$ cat src/verilog/rsi_pkg.sv
`default_nettype none
package rsi_pkg;
   localparam logic [15:0] RSI_PC_MCU = 16'hFFFE;
   localparam logic [15:0] RSI_PC_PROM = 16'h1FFE;
   localparam logic [15:0] RSI_SP_RST = 16'h00FF;
   localparam logic [15:0] RSI_VEC_LO = 16'hFFFE;
   localparam logic [15:0] RSI_VEC_HI = 16'hFFFF;
   localparam logic [7:0] RSI_ZERO8 = 8'h00;
   localparam int RSI_CLK_MHZ = 50;
   localparam int RSI_WARMUP_US = 100;
   localparam int RSI_WARMUP_CYC = RSI_WARMUP_US * RSI_CLK_MHZ;
   localparam logic [7:0] RSI_OFS_CTRL = 8'h00;
   localparam logic [7:0] RSI_OFS_IRQ_EN = 8'h04;
   localparam logic [7:0] RSI_OFS_IRQ_PEND = 8'h08;
   localparam logic [7:0] RSI_OFS_PORT_DIR = 8'h0C;
   localparam logic [7:0] RSI_OFS_PORT_OUT = 8'h10;
   localparam logic [7:0] RSI_OFS_PORT_IN = 8'h14;
   localparam logic [7:0] RSI_OFS_STATUS = 8'h18;
   localparam logic [7:0] RSI_OFS_PRESC = 8'h1C;
   localparam int RSI_CTRL_LVD = 0;
   localparam int RSI_CTRL_LFOSC = 1;
   localparam int RSI_CTRL_GIE = 2;
   localparam int RSI_CTRL_BANK = 3;
   typedef enum logic [1:0] {
      RSI_ST_RESET,
      RSI_ST_WARMUP,
      RSI_ST_RUN
   } rsi_state_e;
endpackage : rsi_pkg
`default_nettype wire

$ cat src/verilog/rsi_reset_init.sv
//
// Notes on behaviour
// - Program counter and stack pointer held at presets.
// - Bank select zero until execution.
// - Global interrupt enable cleared by reset.
// - Source enables and pending latches cleared.
// - RAM, working registers, flags left untouched.
// - High-frequency oscillator always enabled.
// - Low-frequency oscillator off until execution.
// - Prescaler held at zero until execution.
// - Warm-up counter sequencing; watchdog after warm-up.
// - Only power-on or pin reset clears detector.
// - Warm-up counts clocks, then vector fetch.
// - Reset during warm-up restarts the counter.
`timescale 1ns/1ns
`default_nettype none
module rsi_reset_init
   import rsi_pkg::*;
#(
   parameter int WARMUP_CYCLES = RSI_WARMUP_CYC
) (
   input wire logic clk,
   input wire logic nrst,
   input wire logic por_rst,
   input wire logic ext_rst,
   input wire logic int_rst,
   input wire logic serial_prom_mode,
   input wire logic [7:0] irq_req,
   input wire logic [7:0] port_in,
   input wire logic [7:0] addr,
   input wire logic [7:0] wdata,
   input wire logic wr,
   input wire logic rd,
   output logic [7:0] rdata,
   output logic [15:0] program_counter,
   output logic [15:0] stack_pointer,
   output logic [15:0] vector_addr,
   output logic cpu_start,
   output logic cpu_run,
   output logic bank_select,
   output logic global_irq_enable,
   output logic [7:0] source_irq_enable,
   output logic [7:0] irq_pending_latch,
   output logic high_freq_osc_en,
   output logic low_freq_osc_en,
   output logic [7:0] prescaler,
   output logic watchdog_enable,
   output logic lvd_enable,
   output logic [7:0] port_out,
   output logic [7:0] port_oe
);

   localparam int CW = $clog2(WARMUP_CYCLES);
   localparam logic [CW-1:0] WU_LAST = CW'(WARMUP_CYCLES - 1);

   function automatic logic hit(input logic [7:0] a,
                                input logic [7:0] ofs);
      hit = (a == ofs);
   endfunction : hit

   ////////////////////////////////////////////////////////////////////
   rsi_state_e state;
   rsi_state_e next_state;
   logic [CW-1:0] wu_cnt;
   wire in_reset = por_rst | ext_rst | int_rst;
   wire wu_done = (wu_cnt == WU_LAST);
   wire next_run = (next_state == RSI_ST_RUN);
   wire sw_ok = (state == RSI_ST_RUN) & ~in_reset;

   // Every reset source pulls the sequence back to the start.
   always_comb begin
      next_state = state;
      case (state)
         RSI_ST_RESET: begin
            next_state = RSI_ST_WARMUP;
         end
         RSI_ST_WARMUP: begin
            if (wu_done) begin
               next_state = RSI_ST_RUN;
            end
         end
         RSI_ST_RUN: begin
            next_state = RSI_ST_RUN;
         end
         default: begin
            next_state = RSI_ST_RESET;
         end
      endcase
      if (in_reset) begin
         next_state = RSI_ST_RESET;
      end
   end

   always_ff @(posedge clk) begin
      if (!nrst) begin
         state <= RSI_ST_RESET;
      end else begin
         state <= next_state;
      end
   end

   // Counter is cleared outside warm-up and counts clock cycles.
   always_ff @(posedge clk) begin
      if (!nrst || next_state != RSI_ST_WARMUP) begin
         wu_cnt <= '0;
      end else if (state == RSI_ST_WARMUP) begin
         wu_cnt <= wu_cnt + CW'(1);
      end
   end

   // The start pulse marks the first cycle of execution, rising on the same edge that ends warm-up.
   always_ff @(posedge clk) begin
      if (!nrst) begin
         cpu_start <= 1'b0;
      end else begin
         cpu_start <= (state == RSI_ST_WARMUP) & wu_done & ~in_reset;
      end
   end

   ////////////////////////////////////////////////////////////////////
   // Presets are re-driven every cycle so the core can load them at any
   // time; the core owns RAM, working registers and flags.
   always_ff @(posedge clk) begin
      if (!nrst) begin
         program_counter <= serial_prom_mode ? RSI_PC_PROM : RSI_PC_MCU;
         stack_pointer <= RSI_SP_RST;
         vector_addr <= RSI_VEC_LO;
         high_freq_osc_en <= 1'b1;
      end else begin
         program_counter <= serial_prom_mode ? RSI_PC_PROM : RSI_PC_MCU;
         stack_pointer <= RSI_SP_RST;
         vector_addr <= RSI_VEC_LO;
         high_freq_osc_en <= 1'b1;
      end
   end

   assign cpu_run = (state == RSI_ST_RUN);

   ////////////////////////////////////////////////////////////////////
   wire wr_ctrl = wr & sw_ok & hit(addr, RSI_OFS_CTRL);
   wire wr_ien = wr & sw_ok & hit(addr, RSI_OFS_IRQ_EN);
   wire wr_pend = wr & sw_ok & hit(addr, RSI_OFS_IRQ_PEND);
   wire wr_dir = wr & sw_ok & hit(addr, RSI_OFS_PORT_DIR);
   wire wr_out = wr & sw_ok & hit(addr, RSI_OFS_PORT_OUT);
   wire [7:0] pend_clr = wr_pend ? wdata : RSI_ZERO8;
   // A request in the clearing cycle survives the clear.
   wire [7:0] next_pend = (irq_pending_latch & ~pend_clr) | irq_req;

   // Everything here drops with the state, so values read zero the same
   // cycle the sequence leaves execution.
   always_ff @(posedge clk) begin
      if (!nrst || !next_run) begin
         bank_select <= 1'b0;
         global_irq_enable <= 1'b0;
         source_irq_enable <= RSI_ZERO8;
         irq_pending_latch <= RSI_ZERO8;
         low_freq_osc_en <= 1'b0;
         prescaler <= RSI_ZERO8;
         port_oe <= RSI_ZERO8;
         port_out <= RSI_ZERO8;
      end else begin
         if (wr_ctrl) begin
            bank_select <= wdata[RSI_CTRL_BANK];
            global_irq_enable <= wdata[RSI_CTRL_GIE];
            low_freq_osc_en <= wdata[RSI_CTRL_LFOSC];
         end
         if (wr_ien) begin
            source_irq_enable <= wdata;
         end
         if (wr_dir) begin
            port_oe <= wdata;
         end
         if (wr_out) begin
            port_out <= wdata;
         end
         irq_pending_latch <= sw_ok ? next_pend : RSI_ZERO8;
         prescaler <= sw_ok ? prescaler + 8'h01 : RSI_ZERO8;
      end
   end

   // Watchdog rises on the edge that enters execution.
   always_ff @(posedge clk) begin
      if (!nrst) begin
         watchdog_enable <= 1'b0;
      end else begin
         watchdog_enable <= next_run;
      end
   end

   // Internal resets must not drop the detector, or a supply dip seen
   // by the detector would disarm the detector itself.
   always_ff @(posedge clk) begin
      if (!nrst || por_rst || ext_rst) begin
         lvd_enable <= 1'b0;
      end else if (wr_ctrl) begin
         lvd_enable <= wdata[RSI_CTRL_LVD];
      end
   end

   ////////////////////////////////////////////////////////////////////
   wire [7:0] ctrl_rd = {4'h0, bank_select, global_irq_enable,
                         low_freq_osc_en, lvd_enable};
   wire [7:0] stat_rd = {3'h0, serial_prom_mode, watchdog_enable,
                         high_freq_osc_en, state};
   wire [7:0] rd_mux =
      hit(addr, RSI_OFS_CTRL) ? ctrl_rd :
      hit(addr, RSI_OFS_IRQ_EN) ? source_irq_enable :
      hit(addr, RSI_OFS_IRQ_PEND) ? irq_pending_latch :
      hit(addr, RSI_OFS_PORT_DIR) ? port_oe :
      hit(addr, RSI_OFS_PORT_OUT) ? port_out :
      hit(addr, RSI_OFS_PORT_IN) ? port_in :
      hit(addr, RSI_OFS_STATUS) ? stat_rd :
      hit(addr, RSI_OFS_PRESC) ? prescaler : RSI_ZERO8;

   always_ff @(posedge clk) begin
      if (!nrst) begin
         rdata <= RSI_ZERO8;
      end else begin
         rdata <= rd ? rd_mux : RSI_ZERO8;
      end
   end
endmodule : rsi_reset_init
`default_nettype wire

$ cat config.mk
export PLATFORM = sky130hd
export DESIGN_NAME = rsi_reset_init
export DESIGN_NICKNAME = d
export VERILOG_FILES = /design/src/verilog/rsi_pkg.sv /design/src/verilog/rsi_reset_init.sv
export SDC_FILE = /design/constraint.sdc
export NUM_CORES = 1
export LEC_CHECK = 0
export BUFFER_PORTS_ARGS = -buffer_cell sky130_fd_sc_hd__buf_4
export CORE_UTILIZATION = 49
export DETAILED_ROUTE_END_ITERATION = 16
export GPL_TIMING_DRIVEN = 0
export HOLD_SLACK_MARGIN = 0.08
export PLACE_DENSITY = 0.82
export SLEW_MARGIN = 5
export SYNTH_ARGS = -nofsm -noshare
export SYNTH_HDL_FRONTEND = slang
export SYNTH_SLANG_ARGS = --single-unit
$ cat constraint.sdc
create_clock -name clk -period 2 [get_ports clk]
set_input_delay 0.4 -clock clk [delete_from_list [all_inputs] [get_ports clk]]
set_output_delay 0.4 -clock clk [all_outputs]
set_load 0.1 [all_outputs]
Word level (Yosys, flattened, before mapping)
Cells that the tools add are included.

word-level totals
  memory bits (read-only) = 0
  bits in registers = 85
  bits in writable memories = 0
  bits in latches = 0
  word-level logic and storage cells = 72
  bits of input ports = 40
  memories kept = 0
  output and inout bits = 104

cells by class
  $add $sub $neg = 2
  shift operators = 0
  div/mod/pow operators = 0
  eq/ne operators = 12
  bitwise gates (word level) = 18
  mux-type cells = 13
  magnitude comparators = 0
  reduce and logical (&&, ||, !) cells = 11
  $mul = 0

operators with widths
  kind                   number
  $mux 8                 8
  $eq 8x5->1 const B     4
  $eq 8x4->1 const B     2
  $mux 16                1
  $add 13x1->13 const B  1
  $eq 13x13->1 const B   1
  $and 1x1->1            9
  $add 8x1->8 const B    1
  $and 8x8->8            1
  $eq 8x3->1 const B     1
  $logic_not 8->1        1
  $not 8->8              1
  $or 8x8->8             1
  $pmux 2 s3             1
  $eq 2x2->1 const B     2
  $logic_or 1x1->1       4
  $mux 2                 2
  $mux 4                 1
  $not 1->1              4
  $reduce_or 3->1        1
  $eq 2x1->1 const B     1
  $logic_not 1->1        2
  $logic_not 2->1        1
  $ne 2x1->1 const B     1
  3 further kinds        4

Depth between registers and ports, before layout
Gate-level depths: netlist of the first run.

  depth in word-level cells = 10
  gate-level depth with buffers = 7
  depth with buffers taken out = 5

Least setup slack after synthesis of the first run
No wires, ideal clock.

  path kind = reg-to-reg
  start point = reg prescaler[0]
  end point = reg rdata[0]
  clock period less this slack = 1.802 ns
  library setup time = 0.103 ns
  cell stages (with the launch flop) = 4
  setup slack = 0.198 ns
  data required time = 1.897 ns
  arrival = 1.699 ns
  path buffers = 0
  path through = dfxtp_1 > mux4_2 > nor2_1 > a2111oi_2

between the ends
  cells in the longest elaborated chain, start to end = 8

RTL lines
  what                      RTL line               RTL
  start: declaration        rsi_reset_init.sv:46   output logic [7:0] prescaler,
  start signal: assignment  rsi_reset_init.sv:177  prescaler <= sw_ok ? prescaler + 8'h01 : RSI_ZERO8;
  $mux 8                    rsi_reset_init.sv:213  hit(addr, RSI_OFS_PRESC) ? prescaler : RSI_ZERO8;
  $mux 8                    rsi_reset_init.sv:212  hit(addr, RSI_OFS_STATUS) ? stat_rd :
  $mux 8                    rsi_reset_init.sv:211  hit(addr, RSI_OFS_PORT_IN) ? port_in :
  $mux 8                    rsi_reset_init.sv:210  hit(addr, RSI_OFS_PORT_OUT) ? port_out :
  $mux 8                    rsi_reset_init.sv:209  hit(addr, RSI_OFS_PORT_DIR) ? port_oe :
  $mux 8                    rsi_reset_init.sv:208  hit(addr, RSI_OFS_IRQ_PEND) ? irq_pending_latch :
  $mux 8                    rsi_reset_init.sv:207  hit(addr, RSI_OFS_IRQ_EN) ? source_irq_enable :
  $mux 4                    rsi_reset_init.sv:206  hit(addr, RSI_OFS_CTRL) ? ctrl_rd :
  end signal: assignment    rsi_reset_init.sv:219  rdata <= rd ? rd_mux : RSI_ZERO8;
  end: declaration          rsi_reset_init.sv:34   output logic [7:0] rdata,

No other way between the ends.
A chain may end at the register's enable or synchronous reset.

Final worst setup path of the first run
  start point = reg state[1]
  end point = reg port_oe[0]

between the ends
  cells in the longest elaborated chain, start to end = 6
  elaborated cells on any way between the ends = 12
  classes of those cells = eq/ne (3); mux (3); bitwise (3); reduce/logical (3)

RTL lines
  what                                      RTL line                                    RTL
  start: declaration                        rsi_reset_init.sv:62                        rsi_state_e state;
  start signal: assignment                  rsi_reset_init.sv:98                        state <= next_state;
  $eq 2x2->1, or another cell as far along  rsi_reset_init.sv:68, rsi_reset_init.sv:73
  $pmux 2 s3                                rsi_reset_init.sv:73                        case (state)
  $mux 2                                    rsi_reset_init.sv:89                        if (in_reset) begin
  $eq 2x2->1                                rsi_reset_init.sv:67                        wire next_run = (next_state == RSI_ST_RUN);
  $logic_not 1->1                           rsi_reset_init.sv:152                       if (!nrst || !next_run) begin
  $logic_or 1x1->1                          rsi_reset_init.sv:152
  end signal: assignment                    rsi_reset_init.sv:171                       port_oe <= wdata;
  end: declaration                          rsi_reset_init.sv:50                        output logic [7:0] port_oe

Parallel ways exist; a longest one is shown, timed or not.

==> results of run 1 <==
## worst max-delay path: cells and delay by family (launching register included)
family	cells	cell delay, ps
buffers and inverters	1	240
muxes	1	290
and+or+nand+nor	3	770
DFF	1	460
## cell type report
cell class	count	area [um^2]	share of cell area (%)
inverters	19	71.3	1.48
repair buffers	98	736	15.2
flip-flops and latches	70	1400	29.0
clock buffers	11	131	2.72
clock inverters	5	58.8	1.22
multi-input cells	287	1880	38.9
plain buffers	62	435	9.01
well taps	96	120	2.49
## metrics by stage
stage                     cell area [um^2]  hold slack [ps]
after detailed placement              4630              481
after global routing                  4830              216
final                                 4830              223
after global placement                4630              481
after floorplan                       3790              457
after CTS                             4820              218
## kinds of logic (layout without fill, tap and decap cells)
family,count (synthesis),count (layout)
AOI/OAI and AO/OA,46,46
xor gates and xnor gates,18,18
adders and majority gates,2,2
buffers and inverters,81,195
DFF,70,70
muxes,45,45
other,2,46
and+or+nand+nor,130,130
## how the worst max path moves through the flow
stage                           end  cells after the start  slack [ps]          from
2_1_floorplan              rdata[0]                      3         200  prescaler[0]
5_1_grt                  port_oe[0]                      5         -20      state[1]
3_3_place_gp   irq_pending_latch[0]                      5        -160       ext_rst
3_5_place_dp   irq_pending_latch[0]                      5        -220       ext_rst
4_1_cts        irq_pending_latch[4]                      5          90      state[1]
6_report                 port_oe[0]                      5         110      state[1]
## power by group through the flow
stage	registers [mW]	clock network (mW)	logic [mW]
2_1_floorplan	1.44	0	0.542
3_3_place_gp	1.43	0	0.653
3_5_place_dp	1.43	0	0.656
4_1_cts	1.40	1.12	0.658
5_1_grt	1.40	1.19	0.688
6_report	1.40	1.11	0.665
## flip-flops by register name, summed over array words and instances, names as in the netlist
register	count
bank_select	1
wu_cnt	13
watchdog_enable	1
global_irq_enable	1
lvd_enable	1
program_counter	1
source_irq_enable	8
prescaler	8
port_oe	8
irq_pending_latch	8
state	2
port_out	8
cpu_start	1
low_freq_osc_en	1
rdata	8
## routing by layer
metal	vias up	share of wire (%)
li1	1580	-
met1	1516	39
met2	174	48
met3	31	8.3
met4	0	4.0
met5	-	0
## cells in the final DEF, fill, tap and decap left out, types with 3 or more instances in the layout
cell type,count
buf_4,146
dfxtp_1,70
nor2_1,59
conb_1,46
mux2i_1,36
inv_1,19
nand2_1,15
nand3_1,12
xnor2_1,10
a21oi_1,10
o21ai_0,9
clkbuf_8,9
a31oi_1,8
xor2_1,8
nor4_1,7
buf_2,6
clkbuf_1,5
mux2_2,5
nand4_1,4
mux4_2,4
nor3_1,4
a211oi_1,4
and2_1,3
buf_1,3
nand4_2,3
or3_1,3
nor2b_1,3
## repair_timing
item                                    in CTS  in global routing
setup buffers                                0                  2
endpoints found under the hold margin        0                  0
endpoints found under the setup margin       0                 10
==> flow_metrics.py, run 1 <==
metrics = {
    "synthesis": {
        "synthAdderAreaFrac_pct": 0.691,
        "synthMuxAreaShare_pct": 14.0,
        "ys_seq_area_share_pct": 38.7,
        "synth_compound_area_share_pct": 8.64,
        "synth-xor-area-share_pct": 4.35,
        "yosysTopAreaCell": "dfxtp_1",
        "yosysTopAreaCellShare_pct": 38.7,
        "synth-main-ff-cell": "dfxtp_1",
        "yosysMostFrequentCell": "dfxtp_1",
        "synth_area_leaders": "dfxtp_1 (39%), mux2i_1 (10%), buf_4 (10%), nor2_1 (6.1%), mux4_2 (2.5%)",
        "yosys_warnings": 0,
        "synth_cells": 394,
        "synth-simple-area-share_pct": 19.4,
        "synth_top_family_by_area": "simple AND/OR/NAND/NOR gates",
        "avgSynthCellArea_um2": 9.19,
        "synth-seq-cells": 70,
        "synth-edff-count": 0,
        "synth_common_cells": "dfxtp_1 (70), nor2_1 (59), buf_4 (48), mux2i_1 (36), inv_1 (19)",
        "async_flop_share_pct": 0,
        "synth.distinct_cells": 50,
        "synthesis.area_mm2": 0.00362,
    },
    "floorplan": {
        "dieArea_mm2": 0.00774,
        "core-area_mm2": 0.00698,
        "fp.dieW_um": 88.0,
        "pin_count": 144,
        "die_y_um": 88.0,
        "num_rows": 30,
        "initial_core_util_pct": 51.9,
    },
    "power_and_ir_drop": {
        "p_sw_share_pct": 32.9,
        "pwr-share-comb_pct": 20.9,
        "cellPowerDensity_mw_per_mm2": 657,
        "clockPowerShare_pct": 35.1,
        "total_power_mw": 3.18,
        "seqPwrFrac_pct": 44.0,
        "vdd_drop_max_mv": 0.479,
        "p_switching_mw": 1.05,
        "leakage_nw": 2.31,
        "p_int_mw": 2.13,
    },
    "timing": {
        "rsz0062_at_grt": "true",
        "period_minus_slack_ps": 1890,
        "slew_viol_final": 0,
        "slew_headroom_pct": 48.2,
        "worst_pin_slew_ps": 774,
        "timing.fmax_mhz": 528,
        "fin_tns_setup_ps": 0,
        "fin_ws_ps": 106,
        "hold_viol_final": 0,
        "setup_violations": 0,
        "finalCritPeriodShare_pct": 94.7,
        "skew_ps": 13.6,
    },
    "flow_run": {
        "drv_cap": 0,
    },
    "detailed_routing": {
        "post_drt_wl_per_cell_um": 15.2,
        "ant_nets": 0,
        "drt-initial-drc-count": 190,
        "drt-vias-per-instance": 5.09,
        "routed_wl_mm": 9.88,
        "drtPass1Iterations": 5,
        "drc_errors": 0,
        "vias": 3301,
    },
    "setup_path": {
        "cp-end-kind": "register",
        "critPathArrivalTime_ps": 2110,
        "cp_max_fo": 8,
        "r2r_slack_ps": 110,
        "worstSetupPathType": "register to register",
        "cp_slowest_cell": "dfxtp_1",
        "cp.required_ps": 2220,
        "path_cells": "and4bb_2 > buf_1 > nand4_2 > mux2i_1 > nor2_1",
        "r2r_start": "state[1]",
        "r2r_end": "port_oe[0]",
        "crit_path_start_kind": "register",
        "critPathMaxStageDelay_ps": 460,
        "rr_worst_depth": 5,
    },
    "grt": {
        "gr-total-overflow": 0,
        "first_global_vias": 3084,
        "busiest_layer": "met2",
        "met2_usage_pct": 43.8,
        "gr-usage-met3_pct": 7.63,
        "grt_pass1_wl_mm": 15.1,
        "use_met1_pct": 30.0,
        "grt_util_all_layers_pct": 26.3,
        "grt_start_max_net_pins": 13,
        "antenna_found_initial": 0,
    },
    "placement": {
        "place_congestion": 0.939,
        "dp_cells": 630,
        "post-dp-hpwl_mm": 7.32,
        "portBuffers": 96,
        "dp_slack_ps": -223,
    },
    "clock_network": {
        "cts_resized": 0,
        "worstSkewPairLatency_ps": 350,
        "cts_inserted_buffers": 9,
        "cts_tree": "done",
        "numClockSinks": 70,
        "cts_hold_buf": 0,
        "clkTransAtPathRegs_ps": 80,
        "cts_max_level": 3,
        "cts-root-buf": "clkbuf_8",
        "clk_path_buf_depth": 2,
    },
    "finish": {
        "final_nets": 589,
        "drive_above_1_share_pct": 34.2,
        "num_antenna_cells": 0,
        "areaGrowthSynthToFinish_pct": 33.4,
        "fillers": 585,
        "finish.utilization_pct": 69.2,
        "stdcell_count": 648,
    },
    "min_path": {
        "min_to": "program_counter[14]",
        "hp-class": "primary input to register",
        "whs_path_depth": 2,
        "min_from": "serial_prom_mode",
    },
    "outcome": {
        "status": "finished clean",
    },
}
Power figures use the tool's default switching activity.
==> run 2, diff against run 1 <==
--- a/config.mk
+++ b/config.mk
@@ -11,6 +11,7 @@
 export GPL_TIMING_DRIVEN = 0
 export HOLD_SLACK_MARGIN = 0.08
 export PLACE_DENSITY = 0.82
+export REMOVE_ABC_BUFFERS = 1
 export SLEW_MARGIN = 5
 export SYNTH_ARGS = -nofsm -noshare
 export SYNTH_HDL_FRONTEND = slang
==> flow_metrics.py, run 2 (same netlist as run 1, synthesis figures left out) <==
metrics = {
    "min_path": {
        "hp-class": "primary input to register",
        "whs_path_depth": 2,
        "min_from": "serial_prom_mode",
        "min_to": "program_counter[14]",
    },
    "clock_network": {
        "cts_tree": "done",
        "clk_path_buf_depth": 2,
        "cts_inserted_buffers": 9,
        "cts_max_level": 3,
        "cts_hold_buf": 0,
        "cts-root-buf": "clkbuf_8",
        "worstSkewPairLatency_ps": 350,
        "clkTransAtPathRegs_ps": 70,
        "numClockSinks": 70,
    },
    "setup_path": {
        "critPathMaxStageDelay_ps": 590,
        "path_cells": "buf_4 > or4b_4 > nor2_1 > o21ai_0 > a31oi_1",
        "crit_path_start_kind": "primary input",
        "rr_worst_depth": 4,
        "r2r_start": "state[1]",
        "cp_slowest_cell": "nor2_1",
        "cp_max_fo": 9,
        "cp-end-kind": "register",
        "cp.required_ps": 2270,
        "r2r_slack_ps": 190,
        "worstSetupPathType": "primary input to register",
        "r2r_end": "irq_pending_latch[0]",
        "critPathArrivalTime_ps": 2130,
    },
    "floorplan": {
        "initial_core_util_pct": 51.9,
        "num_rows": 30,
        "dieArea_mm2": 0.00774,
        "fp.dieW_um": 88.0,
        "pin_count": 144,
        "die_y_um": 88.0,
        "core-area_mm2": 0.00698,
    },
    "power_and_ir_drop": {
        "cellPowerDensity_mw_per_mm2": 719,
        "leakage_nw": 2.05,
        "vdd_drop_max_mv": 0.470,
        "total_power_mw": 3.17,
    },
    "timing": {
        "timing.fmax_mhz": 538,
        "slew_headroom_pct": 50.9,
        "hold_viol_final": 0,
        "setup_violations": 0,
        "period_minus_slack_ps": 1860,
        "slew_viol_final": 0,
        "skew_ps": 9.99,
        "rsz0062_at_grt": "false",
        "worst_pin_slew_ps": 734,
        "finalCritPeriodShare_pct": 92.9,
        "fin_tns_setup_ps": 0,
        "fin_ws_ps": 143,
    },
    "detailed_routing": {
        "routed_wl_mm": 9.10,
        "drt-vias-per-instance": 5.21,
        "vias": 3046,
        "post_drt_wl_per_cell_um": 15.6,
        "drc_errors": 0,
        "drt-initial-drc-count": 130,
        "ant_nets": 0,
        "drtPass1Iterations": 4,
    },
    "grt": {
        "grt_util_all_layers_pct": 24.1,
        "grt_pass1_wl_mm": 14.0,
        "first_global_vias": 2837,
        "gr-total-overflow": 0,
        "grt_start_max_net_pins": 36,
        "antenna_found_initial": 0,
    },
    "placement": {
        "place_area_mm2": 0.00420,
        "place_congestion": 0.845,
        "dp_slack_ps": -168,
        "post-dp-hpwl_mm": 6.50,
        "portBuffers": 97,
    },
    "finish": {
        "final_nets": 526,
        "design_area_mm2": 0.00441,
        "regMostFlops": "wu_cnt",
        "areaGrowthSynthToFinish_pct": 21.8,
        "drive_above_1_share_pct": 27.8,
        "final_common_cell": "buf_4",
        "largest_register_ffs": 13,
        "register_area_mm2": 0.00140,
        "mostFrequentLayoutCells": "buf_4 (97), dfxtp_1 (70), nor2_1 (59), conb_1 (46), mux2i_1 (36)",
        "multiInputGateArea_mm2": 0.00188,
        "fillers": 579,
        "num_antenna_cells": 0,
    },
    "flow_run": {
        "drv_cap": 0,
    },
    "outcome": {
        "status": "finished clean",
    },
}
[run 2: changes by cell type in the layout (fill, tap and decap cells not counted), moves of 2 or more]
cell / previous run / this run
buf_4: 146 / 97
buf_2: 6 / 0
clkbuf_1: 5 / 0
buf_1: 3 / 0
buf_6: 2 / 0
[run 2: area by class of cell]
type                       count  share of cell area (%)
clock buffer                  10                    3.12
clock inverter                 6                    1.59
inverter                      19                    1.62
multi-input combinational    287                    42.7
sequential                    70                    31.8
tap                           96                    2.72
timing repair buffer          97                    16.5
[run 2: report_power, final]
| group | internal (mW) | switching, mW | total (mW) |
|---|---|---|---|
| combinational | 0.0884 | 0.494 | 0.582 |
| sequential | 1.39 | 0.00210 | 1.40 |
| clock | 0.616 | 0.579 | 1.19 |
| total | 2.10 | 1.07 | 3.17 |
[run 2: worst max path at each step]
stage / startpoint / to / slack (ps) / depth (start not counted)
global placement: ext_rst / irq_pending_latch[4] / -130 / 5
global route: ext_rst / irq_pending_latch[2] / 5 / 5
CTS: wu_cnt[0] / source_irq_enable[0] / 60 / 5
finish: ext_rst / irq_pending_latch[0] / 140 / 5
floorplan: program_counter[14] / program_counter[13] / -600 / 0
detailed placement: addr[1] / irq_pending_latch[0] / -170 / 5
[run 2: critical path, delay by kind of cell]
family                 cells  cell delay [ps]
AO/OA/AOI/OAI              2              430
buffers and inverters      1              130
AND/OR/NAND/NOR            2             1160
[run 2: repair_timing]
item / CTS / global route
endpoints found under the setup margin: 0 / 34
resized for setup: 0 / 2
setup buffers: 0 / 0
[run 2: metal layers]
metal / part of all wire (%) / up-vias / track usage, %
met4: 1.5 / 0 / 10.7
met3: 8.8 / 11 / 7.26
met5: 0 / - / 0
met2: 49 / 130 / 39.2
met1: 41 / 1449 / 29.5
li1: - / 1456 / -
[run 2: stage by stage]
| stage | cells | hold WS (ps) | util, % |
|---|---|---|---|
| after global placement | 569 | 477 | 60.1 |
| after floorplan | 376 | 457 | - |
| final | 585 | 216 | 63.2 |
| after detailed placement | 569 | 495 | 60.1 |
| after CTS | 585 | 210 | 63.1 |
| after global routing | 585 | 217 | 63.2 |
==> run 3, diff against run 2 <==
==> constraint.sdc (replaced) <==
create_clock -name clk -period 2 [get_ports clk]
set_input_delay 0.2 -clock clk [delete_from_list [all_inputs] [get_ports clk]]
set_output_delay 0.2 -clock clk [all_outputs]
set_load 0.1 [all_outputs]
==> flow_metrics.py, run 3 (same netlist as run 1, synthesis figures left out) <==
metrics = {
    "outcome": {
        "status": "finished clean",
    },
    "setup_path": {
        "r2r_slack_ps": 170,
        "r2r_end": "irq_pending_latch[0]",
        "cp.required_ps": 2270,
        "cp_max_fo": 9,
        "critPathMaxStageDelay_ps": 670,
        "critPathTopFamily": "simple AND/OR/NAND/NOR gates",
        "critPathArrivalTime_ps": 2100,
        "path_cells": "nand2b_1 > nor2_1 > o21ai_0 > a31oi_1",
        "r2r_start": "state[1]",
        "cp-end-kind": "register",
        "crit_path_start_kind": "register",
        "worstSetupPathType": "register to register",
        "cp.buffers_inverters": 0,
        "rr_worst_depth": 4,
        "cp_slowest_cell": "nor2_1",
    },
    "placement": {
        "dp_slack_ps": 31.7,
        "portBuffers": 97,
        "place_congestion": 0.845,
        "post-dp-hpwl_mm": 6.50,
        "place_area_mm2": 0.00420,
    },
    "clock_network": {
        "worstSkewPairLatency_ps": 350,
        "numClockSinks": 70,
        "clkTransAtPathRegs_ps": 80,
        "cts_inserted_buffers": 9,
        "clk_path_buf_depth": 2,
        "cts-root-buf": "clkbuf_8",
        "post-cts-setup-buffers": 0,
        "cts_max_level": 3,
        "cts_tree": "done",
    },
    "timing": {
        "hold_viol_final": 0,
        "finalCritPeriodShare_pct": 91.7,
        "slew_viol_final": 0,
        "fin_ws_ps": 166,
        "slew_headroom_pct": 45.1,
        "period_minus_slack_ps": 1830,
        "skew_ps": 11.1,
        "setup_violations": 0,
        "worst_pin_slew_ps": 820,
        "timing.fmax_mhz": 545,
        "rsz0062_at_grt": "false",
    },
    "min_path": {
        "hp-class": "primary input to register",
        "min_from": "irq_req[7]",
        "min_to": "irq_pending_latch[7]",
        "whs_path_depth": 3,
    },
    "power_and_ir_drop": {
        "p_switching_mw": 1.08,
        "total_power_mw": 3.18,
        "pwr-share-comb_pct": 18.7,
        "clockPowerShare_pct": 37.5,
        "vdd_drop_max_mv": 0.537,
        "cellPowerDensity_mw_per_mm2": 709,
        "p_sw_share_pct": 33.8,
        "p_int_mw": 2.11,
        "seqPwrFrac_pct": 43.8,
        "leakage_nw": 2.09,
    },
    "floorplan": {
        "dieArea_mm2": 0.00774,
        "core-area_mm2": 0.00698,
        "fp.dieW_um": 88.0,
        "initial_core_util_pct": 51.9,
        "num_rows": 30,
        "die_y_um": 88.0,
        "pin_count": 144,
    },
    "flow_run": {
        "drv_cap": 0,
    },
    "finish": {
        "regMostFlops": "wu_cnt",
        "final_nets": 534,
        "mostFrequentLayoutCells": "buf_4 (97), dfxtp_1 (70), nor2_1 (59), conb_1 (46), mux2i_1 (36)",
        "drive_above_1_share_pct": 27.4,
        "largest_register_ffs": 13,
        "final_common_cell": "buf_4",
        "design_area_mm2": 0.00449,
        "fillers": 570,
        "num_antenna_cells": 0,
        "areaGrowthSynthToFinish_pct": 24.0,
    },
    "grt": {
        "antenna_found_initial": 0,
        "grt_util_all_layers_pct": 24.6,
        "first_global_vias": 2882,
        "grt_start_max_net_pins": 36,
        "grt_pass1_wl_mm": 14.3,
        "gr-total-overflow": 0,
    },
    "detailed_routing": {
        "routed_wl_mm": 9.27,
        "vias": 3078,
        "drt-initial-drc-count": 145,
        "drt-vias-per-instance": 5.19,
        "ant_nets": 0,
        "drtPass1Iterations": 4,
        "drc_errors": 0,
        "post_drt_wl_per_cell_um": 15.6,
    },
}
## run 3: cell types whose count changed in the layout (fill, tap and decap cells not counted)
cell           delta
dlygate4sd3_1     +8
## run 3: what timing repair did
| item | in CTS | in global routing |
|---|---|---|
| setup endpoints to repair | 0 | 34 |
| hold endpoints to repair | 8 | 0 |
| resized for setup | 0 | 2 |
| hold buffers | 8 | 0 |
## run 3: worst max path at each step
| stage | startpoint | depth (start not counted) | to |
|---|---|---|---|
| floorplan | program_counter[14] | 0 | program_counter[13] |
| global route | state[1] | 4 | irq_pending_latch[2] |
| detailed placement | addr[1] | 5 | irq_pending_latch[0] |
| finish | state[1] | 4 | irq_pending_latch[0] |
| CTS | wu_cnt[0] | 5 | source_irq_enable[0] |
| global placement | ext_rst | 5 | irq_pending_latch[4] |
## run 3: layout make-up
type	instances	area [um^2]	area share, %
timing repair buffer	105	808	18.0
multi-input combinational	287	1880	41.9
clock buffer	10	138	3.06
sequential	70	1400	31.2
inverter	19	71.3	1.59
clock inverter	6	70.1	1.56
tap	96	120	2.67
## run 3: layer usage
| metal | GRT usage [%] | wire length [um] | vias up |
|---|---|---|---|
| li1 | - | - | 1476 |
| met1 | 30.1 | 3780 | 1452 |
| met2 | 39.7 | 4490 | 130 |
| met3 | 7.26 | 752 | 20 |
| met4 | 11.6 | 252 | 0 |
| met5 | 0 | 0 | - |
## run 3: power by group through the flow
| stage | sequential (mW) | combinational (mW) | clock [mW] |
|---|---|---|---|
| 6_report | 1.40 | 0.595 | 1.19 |
| 5_1_grt | 1.40 | 0.617 | 1.26 |
| 4_1_cts | 1.40 | 0.590 | 1.20 |
| 3_5_place_dp | 1.43 | 0.577 | 0 |
| 3_3_place_gp | 1.43 | 0.573 | 0 |
| 2_1_floorplan | 1.45 | 0.430 | 0 |
## run 3: per-stage QoR
stage	setup TNS (ps)	instances	utilization, %	hold WS, ps
after floorplan	-1190	376	-	257
after global placement	0	569	60.1	375
after detailed placement	0	569	60.1	374
after CTS	0	593	64.3	107
after global routing	0	593	64.3	112
final	0	593	64.3	110
## run 3: worst reg2reg max path, cell delays in order, from the launching register on
cell	delay, ps
dfxtp_1	470
nand2b_1	160
nor2_1	670
o21ai_0	240
a31oi_1	210
